[src/shared/dhp_consts.vh]
/*
 constants for the host bus port: address map, field positions, reset values.
 assumes inclusion by design files of the host bus port only.
*/
`ifndef DHP_CONSTS_VH
`define DHP_CONSTS_VH
// ==========================================
// address map (word index on 16-bit bus)
`define DHP_ADDR_W        5
`define DHP_WADDR_RAM_LO  4'h0
`define DHP_WADDR_RAM_HI  4'h7
`define DHP_WADDR_CFG     4'h8
`define DHP_WADDR_IEN     4'h9
`define DHP_WADDR_ISTAT   4'ha
`define DHP_WADDR_FIFO    4'hf
// ==========================================
// field positions
`define DHP_CFG_SYNC_DIR  10
`define DHP_IEN_CNT_LSB   11
`define DHP_IEN_CNT_MSB   15
`define DHP_IRQ_FIFO_BIT  2
`define DHP_IRQ_SEQ_BIT   3
// ==========================================
// reset values
`define DHP_CFG_RST       16'h0000
`define DHP_IEN_RST       16'h0000
// ==========================================
// sizes
`define DHP_FIFO_DEPTH    8
`define DHP_FIFO_AW       3
`define DHP_DATA_W        16
`endif

[src/verilog/dhp_sync2.v]
/*
 two flip-flop synchroniser for a vector of asynchronous levels.
 assumes each bit is an independent level; no bus coherency across bits.
*/
`timescale 1ns/1ps
module dhp_sync2 #(
   parameter W = 1
) (
   // clock and reset
   input  wire         clk_sys,
   input  wire         sys_rst,
   // levels
   input  wire [W-1:0] d_in,
   output reg  [W-1:0] d_out
);
   reg [W-1:0] meta_q;
   // ==========================================
   // stage pair, first stage read only by second
   always @(posedge clk_sys or posedge sys_rst) begin
      if (sys_rst) begin
         meta_q <= {W{1'b0}};
         d_out  <= {W{1'b0}};
      end else begin
         meta_q <= d_in;
         d_out  <= meta_q;
      end
   end
endmodule // dhp_sync2

[src/verilog/dhp_fifo.v]
/*
 conversion result fifo with valid/ready on both sides.
 assumes a single clock; count output feeds the request threshold logic.
*/
`timescale 1ns/1ps
module dhp_fifo #(
   parameter W  = 16,
   parameter D  = 8,
   parameter AW = 3
) (
   // clock and reset
   input  wire          clk_sys,
   input  wire          sys_rst,
   // fill side
   input  wire          in_valid,
   output wire          in_ready,
   input  wire [W-1:0]  in_data,
   // drain side
   output wire          out_valid,
   input  wire          out_ready,
   output wire [W-1:0]  out_data,
   // level
   output reg  [AW:0]   count
);
   reg [W-1:0]  mem [0:D-1];
   reg [AW-1:0] wp_q;
   reg [AW-1:0] rp_q;
   wire         push;
   wire         pop;
   assign in_ready  = (count != D[AW:0]);
   assign out_valid = (count != {(AW+1){1'b0}});
   assign out_data  = mem[rp_q];
   assign push      = in_valid & in_ready;
   assign pop       = out_valid & out_ready;
   // ==========================================
   // pointers and level
   always @(posedge clk_sys or posedge sys_rst) begin
      if (sys_rst) begin
         wp_q  <= {AW{1'b0}};
         rp_q  <= {AW{1'b0}};
         count <= {(AW+1){1'b0}};
      end else begin
         if (push) begin
            wp_q <= wp_q + 1'b1;
         end
         if (pop) begin
            rp_q <= rp_q + 1'b1;
         end
         if (push & ~pop) begin
            count <= count + 1'b1;
         end else if (pop & ~push) begin
            count <= count - 1'b1;
         end
      end
   end
   // ==========================================
   // storage, no reset so it maps to ram
   always @(posedge clk_sys) begin
      if (push) begin
         mem[wp_q] <= in_data;
      end
   end
endmodule // dhp_fifo

[src/verilog/dhp_host_port.v]
/*
 processor-facing bus port: strobes, address latch, register and fifo access,
 sync pin, interrupt and transfer request.
 assumes host strobes are asynchronous to clk_sys and slow against it; the
 converter core delivers results on res_valid and is stalled via core_run.
*/
`timescale 1ns/1ps
`include "dhp_consts.vh"
module dhp_host_port (
   // clock and reset
   input  wire        clk_sys,
   input  wire        sys_rst,
   // host bus pins
   input  wire        cs_n,
   input  wire        rd_n,
   input  wire        wr_n,
   input  wire        ale,
   input  wire        bus_width_select,
   input  wire [4:0]  addr_lines,
   input  wire [15:0] data_lines_in,
   output reg  [15:0] data_lines_out,
   output reg  [15:0] data_lines_oe,
   // sync pin
   input  wire        sync_in,
   output reg         sync_out,
   output reg         sync_oe,
   // host outputs
   output reg         int_n,
   output reg         transfer_request,
   // converter core side
   input  wire        res_valid,
   output wire        res_ready,
   input  wire [15:0] res_data,
   input  wire [7:0]  irq_events,
   input  wire        op_done,
   output reg         op_start,
   output reg         core_run,
   output reg         hold
);
   // ==========================================
   // synchronised pins
   wire        cs_s;
   wire        rd_s;
   wire        wr_s;
   wire        ale_s;
   wire        bw_s;
   wire        sync_s;
   wire [4:0]  addr_s;
   wire [15:0] din_s;
   dhp_sync2 #(.W(6)) u_sync_ctl (
      .clk_sys (clk_sys),
      .sys_rst (sys_rst),
      .d_in    ({~cs_n, ~rd_n, ~wr_n, ale, bus_width_select, sync_in}),
      .d_out   ({cs_s, rd_s, wr_s, ale_s, bw_s, sync_s})
   );
   dhp_sync2 #(.W(21)) u_sync_dat (
      .clk_sys (clk_sys),
      .sys_rst (sys_rst),
      .d_in    ({addr_lines, data_lines_in}),
      .d_out   ({addr_s, din_s})
   );
   // ==========================================
   // state
   reg [4:0]  addr_q;
   reg        cs_lat_q;
   reg        ale_q;
   reg        rd_q;
   reg        wr_q;
   reg        sync_q;
   reg [15:0] cfg_q;
   reg [15:0] ien_q;
   reg [7:0]  ist_q;
   reg [15:0] ram_q [0:7];
   reg [7:0]  wlo_q;
   reg        busy_q;
   reg        pend_q;
   wire       fifo_valid;
   wire [15:0] fifo_data;
   wire [3:0] fifo_cnt;
   reg        fifo_pop;
   // ==========================================
   // address latch: transparent while strobe high, frozen while low
   wire [4:0] addr_eff = ale_s ? addr_s : addr_q;
   wire       cs_eff   = ale_s ? cs_s   : cs_lat_q;
   wire       rd_acc   = rd_s & cs_eff;
   wire       wr_acc   = wr_s & cs_eff;
   // word index of an access; byte select on narrow bus
   function [3:0] word_idx;
      input [4:0] a;
      input       bw;
      begin
         word_idx = bw ? a[4:1] : a[4:1];
      end
   endfunction
   wire [3:0] widx  = word_idx(addr_eff, bw_s);
   wire       bhi   = bw_s & addr_eff[0];
   // ==========================================
   // read data selection
   reg [15:0] rdat;
   always @* begin
      rdat = 16'h0000;
      if (widx <= `DHP_WADDR_RAM_HI) begin
         rdat = ram_q[widx[2:0]];
      end else begin
         case (widx)
            `DHP_WADDR_CFG:   rdat = cfg_q;
            `DHP_WADDR_IEN:   rdat = ien_q;
            `DHP_WADDR_ISTAT: rdat = {8'h00, ist_q};
            `DHP_WADDR_FIFO:  rdat = fifo_data;
            default:          rdat = 16'h0000;
         endcase
      end
   end
   wire rd_end = rd_q & ~rd_acc;
   wire wr_end = wr_q & ~wr_acc;
   // ==========================================
   // bus side sequential logic
   integer i;
   always @(posedge clk_sys or posedge sys_rst) begin
      if (sys_rst) begin
         addr_q         <= 5'h00;
         cs_lat_q       <= 1'b0;
         ale_q          <= 1'b1;
         rd_q           <= 1'b0;
         wr_q           <= 1'b0;
         cfg_q          <= `DHP_CFG_RST;
         ien_q          <= `DHP_IEN_RST;
         ist_q          <= 8'h00;
         wlo_q          <= 8'h00;
         data_lines_out <= 16'h0000;
         data_lines_oe  <= 16'h0000;
         fifo_pop       <= 1'b0;
         for (i = 0; i < 8; i = i + 1) begin
            ram_q[i] <= 16'h0000;
         end
      end else begin
         ale_q    <= ale_s;
         rd_q     <= rd_acc;
         wr_q     <= wr_acc;
         fifo_pop <= 1'b0;
         if (ale_q & ~ale_s & cs_s) begin
            addr_q   <= addr_s;
            cs_lat_q <= cs_s;
         end else if (ale_s) begin
            addr_q   <= addr_s;
            cs_lat_q <= cs_s;
         end
         // drivers on only while read and select are both low
         if (rd_acc) begin
            data_lines_out <= bhi ? {8'h00, rdat[15:8]} : rdat;
            data_lines_oe  <= bw_s ? 16'h00ff : 16'hffff;
         end else begin
            data_lines_oe  <= 16'h0000;
         end
         // event set wins over the read clear
         if (rd_end && widx == `DHP_WADDR_ISTAT) begin
            ist_q <= irq_events;
         end else begin
            ist_q <= ist_q | irq_events;
         end
         if (rd_end && widx == `DHP_WADDR_FIFO && (~bw_s | addr_eff[0])) begin
            fifo_pop <= 1'b1;
         end
         // narrow bus: low byte held until the high byte completes the word
         if (wr_end) begin
            if (bw_s & ~addr_eff[0]) begin
               wlo_q <= din_s[7:0];
            end else if (widx <= `DHP_WADDR_RAM_HI) begin
               ram_q[widx[2:0]] <= bw_s ? {din_s[7:0], wlo_q} : din_s;
            end else if (widx == `DHP_WADDR_CFG) begin
               cfg_q <= bw_s ? {din_s[7:0], wlo_q} : din_s;
            end else if (widx == `DHP_WADDR_IEN) begin
               ien_q <= bw_s ? {din_s[7:0], wlo_q} : din_s;
            end
         end
      end
   end
   // ==========================================
   // fifo: core stalls when full
   dhp_fifo #(.W(`DHP_DATA_W), .D(`DHP_FIFO_DEPTH), .AW(`DHP_FIFO_AW)) u_fifo (
      .clk_sys   (clk_sys),
      .sys_rst   (sys_rst),
      .in_valid  (res_valid & core_run),
      .in_ready  (res_ready),
      .in_data   (res_data),
      .out_valid (fifo_valid),
      .out_ready (fifo_pop),
      .out_data  (fifo_data),
      .count     (fifo_cnt)
   );
   // ==========================================
   // sync pin, sequencing, outputs
   wire sync_dir = cfg_q[`DHP_CFG_SYNC_DIR];
   wire [4:0] dma_cnt = ien_q[`DHP_IEN_CNT_MSB:`DHP_IEN_CNT_LSB];
   always @(posedge clk_sys or posedge sys_rst) begin
      if (sys_rst) begin
         sync_q           <= 1'b0;
         sync_out         <= 1'b0;
         sync_oe          <= 1'b0;
         int_n            <= 1'b1;
         transfer_request <= 1'b0;
         op_start         <= 1'b0;
         core_run         <= 1'b1;
         hold             <= 1'b0;
         busy_q           <= 1'b0;
         pend_q           <= 1'b0;
      end else begin
         sync_q   <= sync_s;
         op_start <= 1'b0;
         // select low freezes the core; a pending start waits for release
         core_run <= ~cs_s;
         sync_oe  <= sync_dir;
         if (~sync_dir & sync_s & ~sync_q) begin
            hold   <= 1'b1;
            pend_q <= 1'b1;
         end else if (pend_q & core_run) begin
            op_start <= 1'b1;
            pend_q   <= 1'b0;
            busy_q   <= 1'b1;
         end else if (op_done & busy_q) begin
            busy_q <= 1'b0;
            hold   <= 1'b0;
         end
         sync_out <= sync_dir & (busy_q | op_start) & ~(op_done & busy_q);
         int_n    <= ~|(ist_q & ien_q[7:0]);
         if (fifo_cnt == 4'h0) begin
            transfer_request <= 1'b0;
         end else if ({1'b0, fifo_cnt} == dma_cnt) begin
            transfer_request <= 1'b1;
         end
      end
   end
endmodule // dhp_host_port

[config.mk]
export PLATFORM = sky130hd
export DESIGN_NAME = dhp_host_port
export DESIGN_NICKNAME = d
export VERILOG_FILES = /design/src/verilog/dhp_sync2.v /design/src/verilog/dhp_fifo.v /design/src/verilog/dhp_host_port.v
export VERILOG_INCLUDE_DIRS = /design/src /design/src/shared
export SDC_FILE = /design/constraint.sdc
export NUM_CORES = 1
export LEC_CHECK = 0
export BUFFER_PORTS_ARGS = -buffer_cell sky130_fd_sc_hd__clkbuf_2
export CAP_MARGIN = 20
export CORE_MARGIN = 8
export CORE_UTILIZATION = 42
export CTS_CLUSTER_SIZE = 12
export DETAILED_ROUTE_END_ITERATION = 8
export RECOVER_POWER = 100
export SLEW_MARGIN = 20
export SYNTH_ARGS = -nofsm -noshare
export SYNTH_HDL_FRONTEND = slang
export SYNTH_SLANG_ARGS = --single-unit
[constraint.sdc]
create_clock -name clk_sys -period 19.1 [get_ports clk_sys]
set_input_delay 3.82 -clock clk_sys [delete_from_list [all_inputs] [get_ports clk_sys]]
set_output_delay 3.82 -clock clk_sys [all_outputs]
set_load 0.01 [all_outputs]
**Yosys cells after proc, flatten, opt, wreduce, memory -nomap -nowiden**

Memory sizes are Yosys's and may differ from the RTL's.
Cells that the tools add are included.

- Register bits: 292
- Bits in writable memories: 128
- Bits of input ports: 55
- Output and inout port bits: 40
- Logic and storage cells: 145
- Memories: 1

Memories:

| memory | depth | bits a word | rd ports | clocked after memory_dff | wr ports | line | source |
|---|---|---|---|---|---|---|---|
| u_fifo.mem | 8 | 16 | 1 | 0 | 1 | dhp_fifo.v:25 | `reg [W-1:0] mem [0:D-1];` |

- Add/subtract/negate cells: 4
- $lt $le $gt $ge: 3
- Eq/ne operators: 7
- Muxes and demuxes: 32
- Bitwise operators: 42
- Reduce and logical (&&, ||, !) cells: 19

Operators with widths:

| cell | count |
|---|---|
| $bwmux W128 | 1 |
| $mux W16 | 8 |
| $pmux W16 S4 | 1 |
| $bmux W16 S3 | 1 |
| $demux W16 S3 | 1 |
| $and A1 B1 Y1 | 19 |
| $not A1 Y1 | 18 |
| $eq A4 B4 Y1 const B | 4 |
| $mux W1 | 15 |
| $mux W5 | 2 |
| $reduce_bool A2 Y1 | 5 |
| $and A8 B8 Y8 | 1 |
| $mux W4 | 2 |
| $mux W8 | 1 |
| $or A8 B8 Y8 | 1 |
| $reduce_or A8 Y1 | 1 |
| $add A3 B1 Y3 const B | 2 |
| $reduce_and A2 Y1 | 3 |
| $eq A4 B5 Y1 | 1 |
| $reduce_and A5 Y1 | 1 |
| $add A4 B1 Y4 const B | 1 |
| $ge A4 B4 Y1 const B | 1 |
| $le A4 B3 Y1 const B | 1 |
| $logic_and A1 B1 Y1 | 4 |
| other kinds (11) | 12 |

**Depth between registers and ports, before layout**

Gate-level depths: netlist (run 1).

- Depth after elaboration: 7
- Gate-level depth with buffers: 12
- Depth with buffers taken out: 11

**Modules after synthesis**

From an unflattened synthesis (run 1), not the netlist that was laid out.

- Cell total of the unflattened synthesis: 1290
- Area total of the unflattened synthesis: 16430.8 um2

By module, submodules not included:

| module | instances | cells each | area each (um2) | sequential area each (um2) |
|---|---|---|---|---|
| dhp_host_port | 1 | 985 | 9527.9 | 5333.9 |
| dhp_fifo | 1 | 249 | 5544.1 | 4093.9 |
| dhp_sync2 at u_sync_dat | 1 | 43 | 1054.8 | 1051.0 |
| dhp_sync2 at u_sync_ctl | 1 | 13 | 304.0 | 300.3 |

**Worst setup path after synthesis (run 1)**

No wires, ideal clock.

- Kind: input to register
- Start: input port res_valid
- End: memory u_fifo.mem[0][0] (enable)
- Setup time: 409 ps
- Arrival: 5435 ps
- Data required time: 18691 ps
- Path slack: 13256 ps
- Stages on the path: 4
- Path buffers: 1
- Cells stage by stage: and3_1 -> clkbuf_1 -> nand2b_1 -> nor3_1

- Word-level cells in the longest chain between the ends: 4

RTL lines:

| element | line | source |
|---|---|---|
| from (decl) | dhp_host_port.v:31 | `input wire res_valid,` |
| $and A1 B1 Y1 | dhp_host_port.v:183 | `.in_valid (res_valid & core_run),` |
| $and A1 B1 Y1 | dhp_fifo.v:33 | `assign push = in_valid & in_ready;` |
| named net u_fifo.push | dhp_fifo.v:28 | `wire push;` |
| $mux W1 | dhp_fifo.v:59 | `if (push) begin` |
| $mux W1 (not written as such) | dhp_fifo.v:60 | `mem[wp_q] <= in_data;` |
| to (decl) | dhp_fifo.v:25 |  |

The timed path passes the listed nets, and every way through them passes these cells.

==> flow_summary_export.csv, run 1 <==
group,metric,value,unit
floorplanning,fp.dieH,213,um
critical_path,r2r_slack,12.72,ns
final_layout,antenna_cells,0,
power_and_ir_drop,ir_drop,0.0775,mV
synth,synth.avg_cell_area,13.2,sq um
synth,ys.warnings.count,0,
placement,port-buffer-count,94,
cts,path_clk_slew,0.05,ns
timing,relSlewSlack,-3.06,
power_and_ir_drop,total_power,2.27,mW
floorplanning,io_pins,95,
placement,dp_hpwl,26.5,mm
critical_path,ff2ff_path_depth,4,
critical_path,critPathArrivalTime,10.39,ns
floorplanning,die_x,213,um
cts,cts_buffer_depth,3,
critical_path,slowest_stage,"clkinvlp_2",
global_route,antenna_found_initial,0,
timing,grt_setup_unrepaired,"no",
final_layout,fillCellCount,3496,
final_layout,drive_above_1_share,0.123,
cts,htree_num_levels,2,
power_and_ir_drop,p_leak,7.29,nW
power_and_ir_drop,swShare,0.275,
min_path,hp-class,"flop to flop",
timing,setup_tns,0,ns
floorplanning,dieArea,45300,sq um
global_route,gr-total-overflow,0,
critical_path,required,18.81,ns
global_route,grt_max_degree,140,
cts,ctsResizeCount,0,
synth,synth.area.top_cells,"dfrtp_1, edfxtp_1, o21ai_0",
critical_path,crit_fanout,139,
critical_path,critPathMaxStageDelay,3.34,ns
global_route,grt_pass1_wl,62.7,mm
synth,ys_ff_latch,405,
critical_path,cp-endpoint,"cfg_q[0]",
synth,syn_inst,1238,
synth,synth_nets,1299,
routing,wl_per_cell,21.7,um
global_route,grt.total_usage,0.181,
synth,netlist_area,16300,sq um
power_and_ir_drop,clkPwrFrac,0.342,
power_and_ir_drop,internal_power,1.65,mW
routing,drc,0,
cts,cts_hold_buf,0,
routing,via_count,10136,
synth,synth_top_area_frac,0.421,
timing,period_needed,10.68,ns
cts,cts_root_buf,"clkbuf_16",
critical_path,end_kind,"async pin",
global_route,grt_pass1_vias,10260,
cts,cts_tree,"built",
timing,fmax,0.0937,GHz
placement,place.gp.congestion,0.851,
power_and_ir_drop,p_comb_frac,0.164,
floorplanning,row_count,72,
critical_path,startpoint,"sys_rst",
final_layout,regArea,10800,sq um
cts,insertion_delay,0.54,ns
critical_path,worstReg2RegEnd,"ram_q[87]",
timing,final_max_slew_viol_count,429,
status,status,"finished with violations",
floorplanning,start_util,0.423,
synth,synth-seq-area-share,0.662,
synth,synth_common_cells,"dfrtp_1, nand2_1, o21ai_0, edfxtp_1, mux2i_1",
final_layout,final_cell_count_no_fill,1865,
critical_path,crit_type,"primary input to async pin",
synth,yosysMostFrequentCell,"dfrtp_1",
routing,dr.pass1.iters,5,
synth,yosys_most_used_dff,"dfrtp_1",
critical_path,start_kind,"primary input",
job,maxCapViolCount,8,
final_layout,final_nets,1379,
timing,period_share,0.559,
critical_path,r2r_start,"u_sync_ctl.d_out[2]",
status,violations,"capacitance limit, slew limit",
cts,cts_buffers,43,
placement,dp.cells,1790,
power_and_ir_drop,p_switching,0.624,mW
routing,wirelength,40.4,mm
cts,cts_setup_buffers,0,
timing,setup_violations,0,
synth,synth-edff-count,128,
synth,synth_cell_types,65,
routing,vias_per_cell,5.43,
synth,async_reset_ff_frac,0.684,
final_layout,multiInputGateArea,4920,sq um
power_and_ir_drop,power.share.sequential,0.494,
timing,tightest_slew,6.06,ns
synth,synth_largest_area_cell,"dfrtp_1",
cts,cts_sinks,405,
timing,hold_viol,0,
routing,drtIter0Drc,729,
critical_path,crit_path_cell_trace,"clkbuf_1 > clkinvlp_2 > clkbuf_1",
power_and_ir_drop,powerDensity,124,nW/um^2
routing,ant_nets,0,
final_layout,areaGrowthSynthToFinish,12.1,%
critical_path,crit_path_frequent_cell,"clkbuf_1",
timing,skew,0.0122,ns
floorplanning,core_area,38500,sq um
[worst max-delay path: cells and delay by family]
family | cells | cell delay [ns]
buffers and inverters | 3 | 6.41
[state kept, by name (all words and copies together), names as in the netlist, 5 cells and up]
register,cells
u_sync_ctl.d_out,6
u_sync_dat.d_out,21
ist_q,8
wlo_q,8
u_sync_dat.meta_q,21
addr_q,5
u_fifo.mem,128
cfg_q,16
ram_q,128
u_sync_ctl.meta_q,6
ien_q,16
data_lines_out,16
[cell usage in the layout (no fill, tap or decap), types with 5 or more instances in the layout]
master,instances
a21o_1,11
a21oi_1,36
a221o_1,9
a221oi_1,15
a22o_1,14
a22oi_1,13
a31oi_1,5
and3_1,6
buf_4,10
clkbuf_1,99
clkbuf_16,45
clkbuf_2,29
clkbuf_8,6
clkinv_2,7
dfrtp_1,272
edfxtp_1,128
ha_1,5
inv_1,15
mux2_2,19
mux2i_1,59
mux4_2,32
nand2_1,195
nand2b_1,6
nand4_1,8
nor2_1,43
nor3_1,8
o211ai_1,5
o21ai_0,158
o22ai_1,8
o31ai_1,7
xnor2_1,7
[worst min path at each step]
stage                     startpoint              endpoint  slack [ns]  cells past startpoint
5_1_grt         u_sync_dat.meta_q[8]   u_sync_dat.d_out[8]        0.35                      0
2_1_floorplan   u_sync_ctl.meta_q[0]   u_sync_ctl.d_out[0]        0.33                      0
3_3_place_gp   u_sync_dat.meta_q[12]  u_sync_dat.d_out[12]        0.33                      0
4_1_cts         u_sync_dat.meta_q[4]   u_sync_dat.d_out[4]        0.35                      0
6_report       u_sync_dat.meta_q[12]  u_sync_dat.d_out[12]        0.34                      0
3_5_place_dp    u_sync_dat.meta_q[5]   u_sync_dat.d_out[5]        0.34                      0
[cell families after synthesis]
kind of cell	Yosys count	synth area share
xor gates and xnor gates	11	0.00592
adders and majority gates	6	0.00507
AOI/OAI and AO/OA	314	0.122
buffers and inverters	104	0.0345
and+or+nand+nor	285	0.0738
muxes	113	0.0963
DFF	405	0.662
[cell type report]
type	count	area share
clock inverter	8	0.00240
clock buffer	66	0.0693
multi-input combinational	729	0.270
tap	518	0.0355
sequential	405	0.591
inverter	16	0.00336
timing repair buffer	123	0.0293
[per-layer routing]
| layer | vias to the layer above | GRT usage | routed length (um) |
|---|---|---|---|
| met1 | 5151 | 0.245 | 17500 |
| met5 | - | 0 | 0 |
| met3 | 70 | 0.0308 | 2110 |
| li1 | 4649 | - | - |
| met2 | 266 | 0.293 | 19500 |
| met4 | 0 | 0.0628 | 1240 |
[power by group through the flow]
stage	Combinational (mW)	Sequential [mW]	Clock (mW)
2_1_floorplan	0.272	1.11	0
4_1_cts	0.384	1.12	0.791
3_5_place_dp	0.383	1.14	0
3_3_place_gp	0.376	1.13	0
6_report	0.371	1.12	0.777
5_1_grt	0.418	1.14	0.828
[metrics by stage]
stage | hold WS, ns | util | cell area [sq um] | worst slack [ns]
after floorplan | 0.331 | - | 16300 | 7.65
after CTS | 0.347 | 0.479 | 18400 | 13.40
after global placement | 0.333 | 0.445 | 17100 | 13.33
after detailed placement | 0.336 | 0.445 | 17100 | 13.34
after global routing | 0.351 | 0.475 | 18300 | 6.77
final | 0.343 | 0.475 | 18300 | 8.42
Power figures use the tool's default switching activity.
==> run 2: changes to the inputs <==
--- a/config.mk
+++ b/config.mk
@@ -6,6 +6,7 @@
 export SDC_FILE = /design/constraint.sdc
 export NUM_CORES = 1
 export LEC_CHECK = 0
+export ABC_AREA = 1
 export BUFFER_PORTS_ARGS = -buffer_cell sky130_fd_sc_hd__clkbuf_2
 export CAP_MARGIN = 20
 export CORE_MARGIN = 8
==> constraint.sdc (replaced) <==
create_clock -name clk_sys -period 10.17 [get_ports clk_sys]
set_input_delay 2.034 -clock clk_sys [delete_from_list [all_inputs] [get_ports clk_sys]]
set_output_delay 2.034 -clock clk_sys [all_outputs]
set_load 0.01 [all_outputs]
==> run 2 against run 1 <==
The run still ends with capacitance limit, slew limit left. Highest routed layer unchanged. Critical path type is now flop to flop. Largest cell class unchanged. Design area is 7.3% higher. Worst setup slack worse by 4.5 ns. Combinational power is 130% higher. Count of clock-buffer cells in the layout is 1 higher.
==> flow_summary_export.csv, run 2 <==
group,metric,value,unit
synth,synth_nets,2011,
cts,ctsResizeCount,0,
routing,ant_nets,0,
critical_path,r2r_slack,3.90,ns
global_route,grt_pass1_wl,71.8,mm
synth,netlist_area,17600,sq um
critical_path,required,10.55,ns
timing,hold_viol,0,
cts,htree_num_levels,2,
final_layout,post-route-cell-area,19600,sq um
synth,ys_ff_latch,405,
final_layout,reg_top3,"ram_q (128), u_fifo.mem (128)",
cts,cts_root_buf,"clkbuf_16",
synth,synth-seq-area-share,0.613,
floorplanning,dieArea,48700,sq um
cts,cts_sinks,405,
floorplanning,core_area,41700,sq um
final_layout,fillCellCount,4027,
timing,grt_setup_unrepaired,"no",
critical_path,slowest_stage,"clkbuf_1",
power_and_ir_drop,ir_drop,0.181,mV
synth,yosys_most_used_dff,"dfrtp_1",
status,violations,"capacitance limit, slew limit",
timing,setup_violations,0,
critical_path,crit_type,"flop to flop",
global_route,gr-total-overflow,0,
timing,tightest_slew,4.94,ns
placement,dp_hpwl,29.7,mm
final_layout,final_common_cell,"nand2_1",
critical_path,cp_num_buf_inv,2,
placement,placed_area,18400,sq um
cts,cts_setup_buffers,0,
cts,cts_hold_buf,0,
critical_path,crit_family,"simple AND/OR/NAND/NOR gates",
final_layout,mostFrequentLayoutCells,"nand2_1, dfrtp_1, o21ai_0",
timing,period_needed,6.27,ns
routing,drtIter0Drc,1031,
power_and_ir_drop,p_leak,8.96,nW
cts,insertion_delay,0.59,ns
critical_path,critPathArrivalTime,6.65,ns
critical_path,start_kind,"flop",
final_layout,drive_above_1_share,0.0618,
synth,synth.area.top_cells,"dfrtp_1, edfxtp_1, nand2_1",
timing,whs,0.347,ns
global_route,grt.total_usage,0.190,
routing,drc,0,
synth,syn_inst,1950,
cts,cts_buffers,44,
final_layout,final_nets,2067,
routing,dr.pass1.iters,5,
global_route,grt_pass1_vias,12722,
synth,ys.warnings.count,0,
critical_path,crit_path_frequent_cell,"nand2_1",
synth,synth-edff-count,128,
final_layout,antenna_cells,0,
floorplanning,io_pins,95,
synth,synth_cell_types,40,
timing,final_max_slew_viol_count,507,
cts,path_clk_slew,0.06,ns
timing,period_share,0.616,
floorplanning,start_util,0.422,
synth,synth_top_area_frac,0.390,
critical_path,end_kind,"flop",
cts,cts_tree,"built",
synth,synth.avg_cell_area,9.02,sq um
timing,skew,0.0227,ns
floorplanning,fp.dieH,221,um
cts,cts_buffer_depth,3,
job,maxCapViolCount,13,
global_route,grt_max_degree,170,
timing,relSlewSlack,-2.31,
final_layout,final_util,0.470,
floorplanning,die_x,221,um
placement,place.gp.congestion,0.823,
synth,synth_largest_area_cell,"dfrtp_1",
min_path,hp-class,"flop to flop",
floorplanning,row_count,75,
critical_path,crit_fanout,61,
routing,wirelength,45.7,mm
placement,port-buffer-count,94,
status,status,"finished with violations",
power_and_ir_drop,powerDensity,230,nW/um^2
critical_path,critPathMaxStageDelay,2.28,ns
synth,synth_common_cells,"nand2_1, dfrtp_1, o21ai_0, inv_1, nor2_1",
global_route,antenna_found_initial,0,
timing,fmax,0.160,GHz
synth,yosysMostFrequentCell,"nand2_1",
timing,setup_tns,0,ns
routing,wl_per_cell,17.7,um
critical_path,crit_path_cell_trace,"inv_1 > nand2_1 > nand2_1 > clkbuf_1 > nand2_4 > nor2_1 > o21ai_0",
final_layout,areaGrowthSynthToFinish,11.3,%
routing,via_count,13088,
power_and_ir_drop,total_power,4.51,mW
synth,async_reset_ff_frac,0.684,
routing,vias_per_cell,5.07,
[run 2: cell count changes after synthesis, sizes merged, moves of 11 or more]
cell,previous run,this run
mux2i,62,0
a221oi,19,0
clkbuf,30,45
o21ai,160,217
mux4,32,0
nor2,43,179
mux2,19,0
a22oi,13,0
a21o,11,0
a22o,14,0
inv,16,180
nand3,2,143
nand4,8,19
nand2,195,640
[run 2: cell type report]
type                       count  area [sq um]  area share
clock buffer                  67          1270      0.0647
clock inverter                13           176     0.00901
inverter                     184           692      0.0353
multi-input combinational   1260          5490       0.280
sequential                   405         10800       0.551
tap                          539           674      0.0344
timing repair buffer         111           499      0.0255
[run 2: where the power goes]
group	internal (mW)	switching, mW
clock	0.921	0.667
sequential	1.96	0.127
combinational	0.267	0.574
[run 2: kinds of logic (layout without fill, tap and decap cells)]
| kind of cell | Yosys count | in the layout | share of synthesized area |
|---|---|---|---|
| xor+xnor | 7 | 7 | 0.00348 |
| simple gates | 988 | 988 | 0.234 |
| compound gates | 259 | 259 | 0.0756 |
| fa+ha+maj | 6 | 6 | 0.00469 |
| buf+inv | 285 | 375 | 0.0701 |
| flops | 405 | 405 | 0.613 |
[run 2: final timing paths]
path                                  startpoint              endpoint  depth (start not counted)
max in group asynchronous                sys_rst        u_fifo.rp_q[0]                          2
hold / removal             u_sync_dat.meta_q[13]  u_sync_dat.d_out[13]                          0
hold reg to reg            u_sync_dat.meta_q[13]  u_sync_dat.d_out[13]                          0
setup / recovery             u_sync_ctl.d_out[2]             ram_q[75]                          7
min in group asynchronous                sys_rst  u_sync_ctl.meta_q[1]                          2
setup reg to reg             u_sync_ctl.d_out[2]             ram_q[75]                          7
[run 2: metal layers]
layer | global-route usage | share of wire | vias up
met5 | 0 | 0 | -
met2 | 0.296 | 0.46 | 402
met1 | 0.267 | 0.46 | 6258
li1 | - | - | 6341
met3 | 0.0301 | 0.057 | 87
met4 | 0.0663 | 0.028 | 0
[run 2: stage by stage]
stage / std cells / setup slack [ns]
final: 2579 / 3.90
after CTS: 2579 / 6.29
after detailed placement: 2499 / 6.27
after global routing: 2579 / 3.36
after global placement: 2499 / 6.34
after floorplan: 1950 / 0.504
[run 2: worst reg2reg max path, stage by stage (launching register included)]
cell and delay (ns):
dfrtp_1 0.52, inv_1 0.26, nand2_1 0.31, nand2_1 0.70, clkbuf_1 2.28, nand2_4 0.37, nor2_1 1.38, o21ai_0 0.25
